<file path="src/design/ifd_pkg.sv">
// Constants, types and helper functions for the instruction format decoder.
package ifd_pkg;

	localparam int unsigned WORD_W      = 14;
	localparam int unsigned ADDR_W      = 7;
	localparam int unsigned DATA_W      = 8;
	localparam int unsigned LIT8_W      = 8;
	localparam int unsigned LIT11_W     = 11;
	localparam int unsigned BITNUM_W    = 3;

	// Oscillator periods in one instruction cycle and the phase counter layout.
	localparam int unsigned OSC_PER_CYCLE = 4;
	localparam logic [1:0]  PHASE_FIRST   = 2'h0;
	localparam logic [1:0]  PHASE_EXEC    = 2'(OSC_PER_CYCLE - 2);
	localparam logic [1:0]  PHASE_LAST    = 2'(OSC_PER_CYCLE - 1);

	// Field positions inside the instruction word.
	localparam int unsigned CLASS_HI    = 13;
	localparam int unsigned CLASS_LO    = 12;
	localparam int unsigned DEST_POS    = 7;
	localparam int unsigned BITNUM_LO   = 7;
	localparam int unsigned ADDR_LO     = 0;

	// Special file locations: the program counter low byte and the port window.
	localparam logic [6:0]  PC_LOW_ADDR  = 7'h02;
	localparam logic [6:0]  PORT_FIRST   = 7'h05;
	localparam logic [6:0]  PORT_LAST    = 7'h09;

	// Values after reset.
	localparam logic [13:0] WORD_RESET  = 14'h0000;
	localparam logic        FLUSH_RESET = 1'b1;

	typedef enum logic [1:0] {
		CLASS_BYTE,
		CLASS_BIT,
		CLASS_LITCTL
	} ifd_class_e;

	typedef enum logic [5:0] {
		OP_NOP, OP_MOVE_W_TO_F, OP_CLEAR_W, OP_CLEAR_F, OP_SUB_WF, OP_DEC_F,
		OP_OR_WF, OP_AND_WF, OP_XOR_WF, OP_ADD_WF, OP_MOVE_F, OP_COMPL_F,
		OP_INC_F, OP_DEC_SKIP_Z, OP_ROT_RIGHT, OP_ROT_LEFT, OP_SWAP_NIB,
		OP_INC_SKIP_Z, OP_CLEAR_BIT, OP_SET_BIT, OP_SKIP_BIT_CLEAR,
		OP_SKIP_BIT_SET, OP_CALL, OP_JUMP, OP_RETURN, OP_RET_IRQ, OP_RET_LIT,
		OP_SLEEP, OP_CLEAR_WDOG, OP_MOVE_LIT, OP_OR_LIT, OP_AND_LIT,
		OP_XOR_LIT, OP_SUB_LIT, OP_ADD_LIT
	} ifd_op_e;

	// One-hot mask of the selected bit inside a file register.
	function automatic logic [7:0] bit_mask(input logic [2:0] num);
		bit_mask = 8'h01 << num;
	endfunction : bit_mask

	// True when a file address falls inside the port register window.
	function automatic logic is_port(input logic [6:0] addr);
		is_port = (addr >= PORT_FIRST) && (addr <= PORT_LAST);
	endfunction : is_port

endpackage : ifd_pkg

</file>
<file path="src/design/ifd_fields_if.sv">
// Interface carrying one instruction word and its decoded fields.
`timescale 1ns/10ps
interface ifd_fields_if;
	logic [13:0]        word;
	ifd_pkg::ifd_class_e cls;
	ifd_pkg::ifd_op_e    op;
	logic [6:0]         file_addr;
	logic               dest_file;
	logic [2:0]         bit_num;
	logic [7:0]         lit8;
	logic [10:0]        lit11;
	logic               writes_w;
	logic               writes_f;
	logic               sets_status;
	logic               is_branch;

	modport split (input word, output cls, op, file_addr, dest_file, bit_num, lit8, lit11,
		writes_w, writes_f, sets_status, is_branch);
	modport core (output word, input cls, op, file_addr, dest_file, bit_num, lit8, lit11,
		writes_w, writes_f, sets_status, is_branch);
endinterface : ifd_fields_if

</file>
<file path="src/design/ifd_field_split.sv">
// Splits a 14-bit instruction word into its class, operation and operand fields.
`timescale 1ns/10ps
module ifd_field_split (
	// Word in, fields out.
	ifd_fields_if.split f
);

	logic [13:0] w;
	logic        d;

	assign w = f.word;
	assign d = w[ifd_pkg::DEST_POS];

	always_comb begin
		f.cls       = ifd_pkg::CLASS_LITCTL;
		unique case (w[ifd_pkg::CLASS_HI:ifd_pkg::CLASS_LO])
			2'h0: f.cls = ifd_pkg::CLASS_BYTE;
			2'h1: f.cls = ifd_pkg::CLASS_BIT;
			default: f.cls = ifd_pkg::CLASS_LITCTL;
		endcase
		f.file_addr = w[ifd_pkg::ADDR_LO +: ifd_pkg::ADDR_W];
		f.dest_file = d;
		f.bit_num   = w[ifd_pkg::BITNUM_LO +: ifd_pkg::BITNUM_W];
		f.lit8      = w[0 +: ifd_pkg::LIT8_W];
		f.lit11     = w[0 +: ifd_pkg::LIT11_W];
		// Unlisted and retired encodings decode as no-operation.
		f.op        = ifd_pkg::OP_NOP;
		// Wildcards stand on every don't-care bit so either value decodes alike.
		casez (w)
			14'b00_0000_0000_1000: f.op = ifd_pkg::OP_RETURN;
			14'b00_0000_0000_1001: f.op = ifd_pkg::OP_RET_IRQ;
			14'b00_0000_0110_0011: f.op = ifd_pkg::OP_SLEEP;
			14'b00_0000_0110_0100: f.op = ifd_pkg::OP_CLEAR_WDOG;
			14'b00_0000_1???_????: f.op = ifd_pkg::OP_MOVE_W_TO_F;
			14'b00_0001_0???_????: f.op = ifd_pkg::OP_CLEAR_W;
			14'b00_0001_1???_????: f.op = ifd_pkg::OP_CLEAR_F;
			14'b00_0010_????_????: f.op = ifd_pkg::OP_SUB_WF;
			14'b00_0011_????_????: f.op = ifd_pkg::OP_DEC_F;
			14'b00_0100_????_????: f.op = ifd_pkg::OP_OR_WF;
			14'b00_0101_????_????: f.op = ifd_pkg::OP_AND_WF;
			14'b00_0110_????_????: f.op = ifd_pkg::OP_XOR_WF;
			14'b00_0111_????_????: f.op = ifd_pkg::OP_ADD_WF;
			14'b00_1000_????_????: f.op = ifd_pkg::OP_MOVE_F;
			14'b00_1001_????_????: f.op = ifd_pkg::OP_COMPL_F;
			14'b00_1010_????_????: f.op = ifd_pkg::OP_INC_F;
			14'b00_1011_????_????: f.op = ifd_pkg::OP_DEC_SKIP_Z;
			14'b00_1100_????_????: f.op = ifd_pkg::OP_ROT_RIGHT;
			14'b00_1101_????_????: f.op = ifd_pkg::OP_ROT_LEFT;
			14'b00_1110_????_????: f.op = ifd_pkg::OP_SWAP_NIB;
			14'b00_1111_????_????: f.op = ifd_pkg::OP_INC_SKIP_Z;
			14'b01_00??_????_????: f.op = ifd_pkg::OP_CLEAR_BIT;
			14'b01_01??_????_????: f.op = ifd_pkg::OP_SET_BIT;
			14'b01_10??_????_????: f.op = ifd_pkg::OP_SKIP_BIT_CLEAR;
			14'b01_11??_????_????: f.op = ifd_pkg::OP_SKIP_BIT_SET;
			14'b10_0???_????_????: f.op = ifd_pkg::OP_CALL;
			14'b10_1???_????_????: f.op = ifd_pkg::OP_JUMP;
			14'b11_00??_????_????: f.op = ifd_pkg::OP_MOVE_LIT;
			14'b11_01??_????_????: f.op = ifd_pkg::OP_RET_LIT;
			14'b11_1000_????_????: f.op = ifd_pkg::OP_OR_LIT;
			14'b11_1001_????_????: f.op = ifd_pkg::OP_AND_LIT;
			14'b11_1010_????_????: f.op = ifd_pkg::OP_XOR_LIT;
			14'b11_110?_????_????: f.op = ifd_pkg::OP_SUB_LIT;
			14'b11_111?_????_????: f.op = ifd_pkg::OP_ADD_LIT;
			default: f.op = ifd_pkg::OP_NOP;
		endcase
		// Return, sleep and watchdog clear share the zero prefix but are control words.
		if (f.op == ifd_pkg::OP_RETURN || f.op == ifd_pkg::OP_RET_IRQ
			|| f.op == ifd_pkg::OP_SLEEP || f.op == ifd_pkg::OP_CLEAR_WDOG) begin
			f.cls = ifd_pkg::CLASS_LITCTL;
		end
		f.writes_w    = 1'b0;
		f.writes_f    = 1'b0;
		f.sets_status = 1'b0;
		f.is_branch   = 1'b0;
		unique case (f.op)
			ifd_pkg::OP_MOVE_W_TO_F, ifd_pkg::OP_CLEAR_BIT, ifd_pkg::OP_SET_BIT: begin
				f.writes_f = 1'b1;
			end
			ifd_pkg::OP_CLEAR_F: begin
				f.writes_f    = 1'b1;
				f.sets_status = 1'b1;
			end
			ifd_pkg::OP_SUB_WF, ifd_pkg::OP_DEC_F, ifd_pkg::OP_OR_WF, ifd_pkg::OP_AND_WF,
			ifd_pkg::OP_XOR_WF, ifd_pkg::OP_ADD_WF, ifd_pkg::OP_MOVE_F, ifd_pkg::OP_COMPL_F,
			ifd_pkg::OP_INC_F, ifd_pkg::OP_ROT_RIGHT, ifd_pkg::OP_ROT_LEFT: begin
				f.writes_w    = !d;
				f.writes_f    = d;
				f.sets_status = 1'b1;
			end
			ifd_pkg::OP_SWAP_NIB, ifd_pkg::OP_DEC_SKIP_Z, ifd_pkg::OP_INC_SKIP_Z: begin
				f.writes_w = !d;
				f.writes_f = d;
			end
			ifd_pkg::OP_CLEAR_W, ifd_pkg::OP_OR_LIT, ifd_pkg::OP_AND_LIT,
			ifd_pkg::OP_XOR_LIT, ifd_pkg::OP_SUB_LIT, ifd_pkg::OP_ADD_LIT: begin
				f.writes_w    = 1'b1;
				f.sets_status = 1'b1;
			end
			ifd_pkg::OP_MOVE_LIT: begin
				f.writes_w = 1'b1;
			end
			ifd_pkg::OP_RET_LIT: begin
				f.writes_w  = 1'b1;
				f.is_branch = 1'b1;
			end
			ifd_pkg::OP_CALL, ifd_pkg::OP_JUMP, ifd_pkg::OP_RETURN, ifd_pkg::OP_RET_IRQ: begin
				f.is_branch = 1'b1;
			end
			ifd_pkg::OP_SLEEP, ifd_pkg::OP_CLEAR_WDOG: begin
				f.sets_status = 1'b1;
			end
			default: begin
				f.writes_w = 1'b0;
			end
		endcase
	end

endmodule : ifd_field_split

</file>
<file path="src/design/ifd_core.sv">
// Instruction cycle sequencer and decode register stage of the core.
`timescale 1ns/10ps
module ifd_core (
	// Clock and reset.
	input  wire logic                clk,
	input  wire logic                reset_n,
	// Program memory word, valid on the edge that ends the last phase.
	input  wire logic [13:0]         instr_word,
	// Execution feedback sampled at the end of the execute phase.
	input  wire logic [7:0]          file_rd_data,
	input  wire logic                alu_zero,
	// Cycle timing.
	output logic [1:0]               phase,
	output logic                     fetch_strobe,
	output logic                     nop_cycle,
	// Decoded fields of the executing word.
	output ifd_pkg::ifd_class_e      instr_class,
	output ifd_pkg::ifd_op_e         op,
	output logic [6:0]               file_addr,
	output logic                     dest_file,
	output logic [2:0]               bit_num,
	output logic [7:0]               bit_mask,
	output logic [7:0]               literal8,
	output logic [10:0]              literal11,
	output logic                     read_pins,
	// Write strobes and redirection, one clock in the last phase.
	output logic                     w_write,
	output logic                     f_write,
	output logic                     status_write,
	output logic                     pc_redirect
);

	// The field split works on the word as it stands on the memory bus.
	ifd_fields_if fld ();

	ifd_field_split u_split (
		.f (fld.split)
	);

	assign fld.word = instr_word;

	// Phase counter: four oscillator periods make one instruction cycle.
	logic [1:0] phase_r;
	logic [1:0] phase_nxt;

	always_comb begin
		phase_nxt = (phase_r == ifd_pkg::PHASE_LAST) ? ifd_pkg::PHASE_FIRST
			: 2'(phase_r + 2'h1);
	end

	always_ff @(posedge clk or negedge reset_n) begin
		if (!reset_n) begin
			phase_r <= ifd_pkg::PHASE_FIRST;
		end else begin
			phase_r <= phase_nxt;
		end
	end

	// Decode stage: fields latched once per cycle as the new word arrives.
	ifd_pkg::ifd_class_e cls_r, cls_nxt;
	ifd_pkg::ifd_op_e    op_r, op_nxt;
	logic [6:0]  addr_r, addr_nxt;
	logic        dest_r, dest_nxt;
	logic [2:0]  bnum_r, bnum_nxt;
	logic [7:0]  mask_r, mask_nxt;
	logic [7:0]  lit8_r, lit8_nxt;
	logic [10:0] lit11_r, lit11_nxt;
	logic        ww_r, ww_nxt;
	logic        wf_r, wf_nxt;
	logic        st_r, st_nxt;
	logic        br_r, br_nxt;
	logic        pins_r, pins_nxt;
	logic        flush_r, flush_nxt;
	logic        taken_r, taken_nxt;

	always_comb begin
		// Every field holds by default; only the last phase loads new ones.
		cls_nxt   = cls_r;
		op_nxt    = op_r;
		addr_nxt  = addr_r;
		dest_nxt  = dest_r;
		bnum_nxt  = bnum_r;
		mask_nxt  = mask_r;
		lit8_nxt  = lit8_r;
		lit11_nxt = lit11_r;
		ww_nxt    = ww_r;
		wf_nxt    = wf_r;
		st_nxt    = st_r;
		br_nxt    = br_r;
		pins_nxt  = pins_r;
		flush_nxt = flush_r;
		// Fields change only as a new word is taken, so they stand for a whole cycle.
		if (phase_r == ifd_pkg::PHASE_LAST) begin
			cls_nxt   = fld.cls;
			op_nxt    = fld.op;
			addr_nxt  = fld.file_addr;
			dest_nxt  = fld.dest_file;
			bnum_nxt  = fld.bit_num;
			mask_nxt  = ifd_pkg::bit_mask(fld.bit_num);
			lit8_nxt  = fld.lit8;
			lit11_nxt = fld.lit11;
			ww_nxt    = fld.writes_w;
			wf_nxt    = fld.writes_f;
			st_nxt    = fld.sets_status;
			// A write of the program counter low byte also changes the flow.
			br_nxt    = fld.is_branch
				|| (fld.writes_f && fld.file_addr == ifd_pkg::PC_LOW_ADDR);
			// Read-modify-write of a port register must see the pin levels.
			pins_nxt  = fld.writes_f && fld.op != ifd_pkg::OP_MOVE_W_TO_F
				&& fld.op != ifd_pkg::OP_CLEAR_F
				&& ifd_pkg::is_port(fld.file_addr);
			// The word after a taken skip or branch runs as a no-operation.
			flush_nxt = taken_r;
		end
	end

	always_ff @(posedge clk or negedge reset_n) begin
		if (!reset_n) begin
			cls_r   <= ifd_pkg::CLASS_BYTE;
			op_r    <= ifd_pkg::OP_NOP;
			addr_r  <= '0;
			dest_r  <= 1'b0;
			bnum_r  <= '0;
			mask_r  <= '0;
			lit8_r  <= '0;
			lit11_r <= '0;
			ww_r    <= 1'b0;
			wf_r    <= 1'b0;
			st_r    <= 1'b0;
			br_r    <= 1'b0;
			pins_r  <= 1'b0;
			// The first cycle after reset runs empty while the first word is fetched.
			flush_r <= ifd_pkg::FLUSH_RESET;
		end else begin
			cls_r   <= cls_nxt;
			op_r    <= op_nxt;
			addr_r  <= addr_nxt;
			dest_r  <= dest_nxt;
			bnum_r  <= bnum_nxt;
			mask_r  <= mask_nxt;
			lit8_r  <= lit8_nxt;
			lit11_r <= lit11_nxt;
			ww_r    <= ww_nxt;
			wf_r    <= wf_nxt;
			st_r    <= st_nxt;
			br_r    <= br_nxt;
			pins_r  <= pins_nxt;
			flush_r <= flush_nxt;
		end
	end

	// Execute decision and strobes, made at the end of the execute phase.
	logic skip_true;
	logic ww_pulse_r, ww_pulse_nxt;
	logic wf_pulse_r, wf_pulse_nxt;
	logic st_pulse_r, st_pulse_nxt;
	logic redirect_r, redirect_nxt;
	logic fetch_r, fetch_nxt;

	always_comb begin
		// The skip test sees file data and the zero flag as they stand in the execute phase.
		unique case (op_r)
			ifd_pkg::OP_SKIP_BIT_CLEAR: skip_true = (file_rd_data & mask_r) == 8'h00;
			ifd_pkg::OP_SKIP_BIT_SET:   skip_true = (file_rd_data & mask_r) != 8'h00;
			ifd_pkg::OP_DEC_SKIP_Z,
			ifd_pkg::OP_INC_SKIP_Z:     skip_true = alu_zero;
			default:                    skip_true = 1'b0;
		endcase
		// Taken holds from one execute decision until the next execute phase.
		taken_nxt    = taken_r;
		ww_pulse_nxt = 1'b0;
		wf_pulse_nxt = 1'b0;
		st_pulse_nxt = 1'b0;
		redirect_nxt = 1'b0;
		// The fetch strobe leads the word latch by one clock so memory has a full period.
		fetch_nxt    = (phase_r == ifd_pkg::PHASE_EXEC);
		if (phase_r == ifd_pkg::PHASE_EXEC) begin
			// A flushed cycle neither writes nor extends itself.
			taken_nxt    = !flush_r && (br_r || skip_true);
			ww_pulse_nxt = !flush_r && ww_r;
			wf_pulse_nxt = !flush_r && wf_r;
			st_pulse_nxt = !flush_r && st_r;
			redirect_nxt = !flush_r && br_r;
		end
	end

	always_ff @(posedge clk or negedge reset_n) begin
		if (!reset_n) begin
			taken_r    <= 1'b0;
			ww_pulse_r <= 1'b0;
			wf_pulse_r <= 1'b0;
			st_pulse_r <= 1'b0;
			redirect_r <= 1'b0;
			fetch_r    <= 1'b0;
		end else begin
			taken_r    <= taken_nxt;
			ww_pulse_r <= ww_pulse_nxt;
			wf_pulse_r <= wf_pulse_nxt;
			st_pulse_r <= st_pulse_nxt;
			redirect_r <= redirect_nxt;
			fetch_r    <= fetch_nxt;
		end
	end

	// Every output is a register, so the consumers never see decode glitches.
	assign phase        = phase_r;
	assign fetch_strobe = fetch_r;
	assign nop_cycle    = flush_r;
	assign instr_class  = cls_r;
	assign op           = op_r;
	assign file_addr    = addr_r;
	assign dest_file    = dest_r;
	assign bit_num      = bnum_r;
	assign bit_mask     = mask_r;
	assign literal8     = lit8_r;
	assign literal11    = lit11_r;
	assign read_pins    = pins_r;
	assign w_write      = ww_pulse_r;
	assign f_write      = wf_pulse_r;
	assign status_write = st_pulse_r;
	assign pc_redirect  = redirect_r;

endmodule : ifd_core

</file>
<file path="config.mk">
export PLATFORM = sky130hd
export DESIGN_NAME = ifd_core
export DESIGN_NICKNAME = d
export VERILOG_FILES = /design/src/design/ifd_pkg.sv /design/src/design/ifd_fields_if.sv /design/src/design/ifd_field_split.sv /design/src/design/ifd_core.sv
export SDC_FILE = /design/constraint.sdc
export NUM_CORES = 1
export LEC_CHECK = 0
export BUFFER_PORTS_ARGS = -buffer_cell sky130_fd_sc_hd__buf_2
export CAP_MARGIN = 20
export CORE_UTILIZATION = 45
export CTS_BUF_LIST = sky130_fd_sc_hd__clkbuf_4 sky130_fd_sc_hd__clkbuf_8
export DETAILED_ROUTE_END_ITERATION = 8
export GPL_ROUTABILITY_DRIVEN = 0
export GPL_TIMING_DRIVEN = 0
export PLACE_DENSITY = 0.79
export SLEW_MARGIN = 25
export SYNTH_ARGS = -nofsm -noshare
export SYNTH_HDL_FRONTEND = slang
export SYNTH_HIERARCHICAL = 1
export SYNTH_SLANG_ARGS = --single-unit
</file>
<file path="constraint.sdc">
create_clock -name clk -period 1.7 [get_ports clk]
set_input_delay 0.255 -clock clk [delete_from_list [all_inputs] [get_ports clk]]
set_output_delay 0.255 -clock clk [all_outputs]
set_load 0.01 [all_outputs]
</file>
==> flow_summary.yaml <==
cells_and_area:
  num-fill-cells: 584
  drive_gt1_share_pct: 54.8
  final_core_util_pct: 60.1
  fin_nets: 414
  num_antenna_cells: 0
  syn_to_final_growth_pct: 27.0
cts:
  cts_tree: "done"
  htreeDepth: 3
  clk_path_buf_depth: 2
  clk_pin_slew_ns: 0.07
  numCtsBuffers: 9
  clkSinkCount: 60
  insertion_delay_ns: 0.34
  cts.root.buffer_cell: "clkbuf_8"
timing:
  rsz0062_at_grt: "yes"
  worst_hold_slack_ns: 0.258
  maxSlewViolCount: 0
  fin_skew_ns: 0.00552
  fin_ws_ns: -0.353
  finalHoldViolCount: 0
  period_minus_slack_ns: 2.05
  setup_tns_ns: -1.38
  relSlewSlack_pct: 49.4
  max_freq_mhz: 487
  fin_crit_sh_pct: 121
  final-setup-viol-count: 5
  tightestPinTransition_ns: 0.759
floorplanning:
  row_count: 30
  die_area_um2: 7570
  pin_count: 80
  die_h_um: 87.0
  start_util_pct: 47.3
  core_area_um2: 6870
  die_w_um: 87.0
setup_path:
  path_cells: "buf_8 -> or3b_4 -> or3_4 -> a31oi_4 -> o21ai_1 -> o31a_1 -> o32ai_2 -> nor4b_4 -> a21oi_1 -> a21oi_1"
  required_ns: 1.96
  crit_path_max_fanout: 5
  cpMostUsedCell: "a21oi_1"
  cp.arrival_ns: 2.31
  crit_type: "input pin to flop"
  path_delay_family: "simple AND/OR/NAND/NOR gates"
  crit_path_end_kind: "flop"
  max_stage_delay_ns: 0.38
  slowest_stage: "or3b_4"
  crit_buf_inv: 1
  cp-start-kind: "input pin"
placement:
  dpl.hpwl_um: 5100
  port_buffers: 79
power:
  power_density_nw_per_um2: 796
  ir_drop_v: 0.000519
  power.total_mw: 3.29
  p_leak_nw: 1.92
logic_synthesis:
  netlist_area_um2: 3250
  synth_fp_nets: 314
  synthFlopType: "dfrtp_1"
  synth_most_common_cell: "dfrtp_1"
  synth_common_cells: "dfrtp_1 (59), mux2_2 (42), buf_4 (33)"
  synth_seq_cells: 60
  yosys-top-cells-area: "dfrtp_1 (45%), mux2_2 (15%), buf_4 (7.6%)"
  synth_warnings: 6
  synth_area_per_cell_um2: 11.3
  yosysTopAreaCellShare_pct: 45.4
  syn_inst: 287
  synth_area_leader_cell: "dfrtp_1"
  synth_edf_count: 0
  seq_area_frac_synth_pct: 46.2
  async_flop_share_pct: 100
  synthDistinctLibCells: 61
grt:
  grt_pass1_wl_um: 11600
  antenna_found_initial: 0
  overflow: 0
  track_usage_pct: 20.7
  grt_max_degree: 61
  grt_pass1_vias: 2363
routing:
  firstDrtPassIters: 4
  drt_iter0_drc: 110
  drc: 0
  route.vias.total: 2501
  drt_wl_total_um: 7450
  postRouteAntennaNets: 0
  wl_per_cell_um: 15.3
  viasPerCell: 5.13
hold_path:
  hold_class: "input pin to flop"
status:
  violations: "setup timing"
  outcome: "finished, violations left"
flow_run:
  max_cap_viol_count: 0
==> report_power, final <==
group	internal [mW]	switching, mW	total [mW]
logic	0.286	0.279	0.565
registers	1.51	0.0542	1.56
clock network	0.630	0.530	1.16
==> cell type report <==
class / count / area (um2) / area share (%)
plain buffers: 41 / 292 / 7.06
clock inverters: 2 / 10.0 / 0.242
multi-input cells: 168 / 1470 / 35.5
clock buffers: 14 / 168 / 4.06
well taps: 96 / 120 / 2.91
inverters: 18 / 73.8 / 1.79
repair buffers: 89 / 498 / 12.1
flip-flops and latches: 60 / 1500 / 36.4
==> routing by layer <==
metal / global-route usage (%) / vias up / routed length, um
met4: 8.33 / 0 / 134
met1: 25.9 / 1202 / 3260
li1: - / 1212 / -
met2: 31.0 / 76 / 3570
met3: 9.38 / 11 / 483
met5: 0 / - / 0
==> logic make-up (layout without fill, tap and decap cells) <==
group	count (synthesis)	after routing	synth area share, %
AND/OR/NAND/NOR	68	68	14.0
multiplexers	42	42	14.5
flip-flops	60	60	46.2
adder cells (fa/ha/maj)	2	2	0.769
AO/OA/AOI/OAI	56	56	13.5
buffers and inverters	59	164	11.0
==> registers in the layout, summed over array words and instances, names as in the netlist, 2 cells and up <==
signal and count:
literal8 8, literal11 11, op 6, phase 2
file_addr 7, bit_mask 8, bit_num 3, instr_class 2
==> path summary, 6_finish.rpt <==
check	start	to	slack [ns]	depth (start not counted)
setup reg to reg	phase[0]	op[2]	0.08	4
setup / recovery	instr_word[5]	br_r	-0.35	10
max in group asynchronous	reset_n	wf_r	0.67	2
hold reg to reg	wf_r	f_write	0.48	1
min in group asynchronous	reset_n	bit_num[0]	0.53	2
hold / removal	instr_word[3]	literal8[3]	0.26	3
==> repair_timing <==
item | in CTS | in global routing
setup endpoints to repair | 5 | 5
setup buffers | 6 | 3
resized for setup | 13 | 11
pin swaps | 2 | 5
hold buffers | 1 | 0
hold endpoints to repair | 17 | 0
==> layout by cell type, fill, tap and decap left out, types with 5 or more instances in the layout <==
cell type / instances
clkbuf_8: 10
buf_2: 80
o21ai_0: 9
o22ai_1: 8
buf_4: 44
nand2_1: 8
a22oi_1: 5
clkbuf_4: 5
nor2_1: 7
nand2b_1: 6
mux2_2: 41
dfrtp_1: 59
inv_1: 16
==> per-stage QoR <==
step / area [um2] / worst slack [ns] / std cells
2_1_floorplan: 3270 / -0.387 / 287
3_3_place_gp: 3780 / -0.811 / 462
3_5_place_dp: 3790 / -0.846 / 462
4_1_cts: 4060 / -0.298 / 485
5_1_grt: 4130 / -0.387 / 488
6_report: 4130 / -0.353 / 488
==> tightest hold or removal path, cell delays in order <==
cell and delay, ns:
buf_6 0.09, buf_4 0.10, mux2_2 0.13
Power figures use the tool's default switching activity.
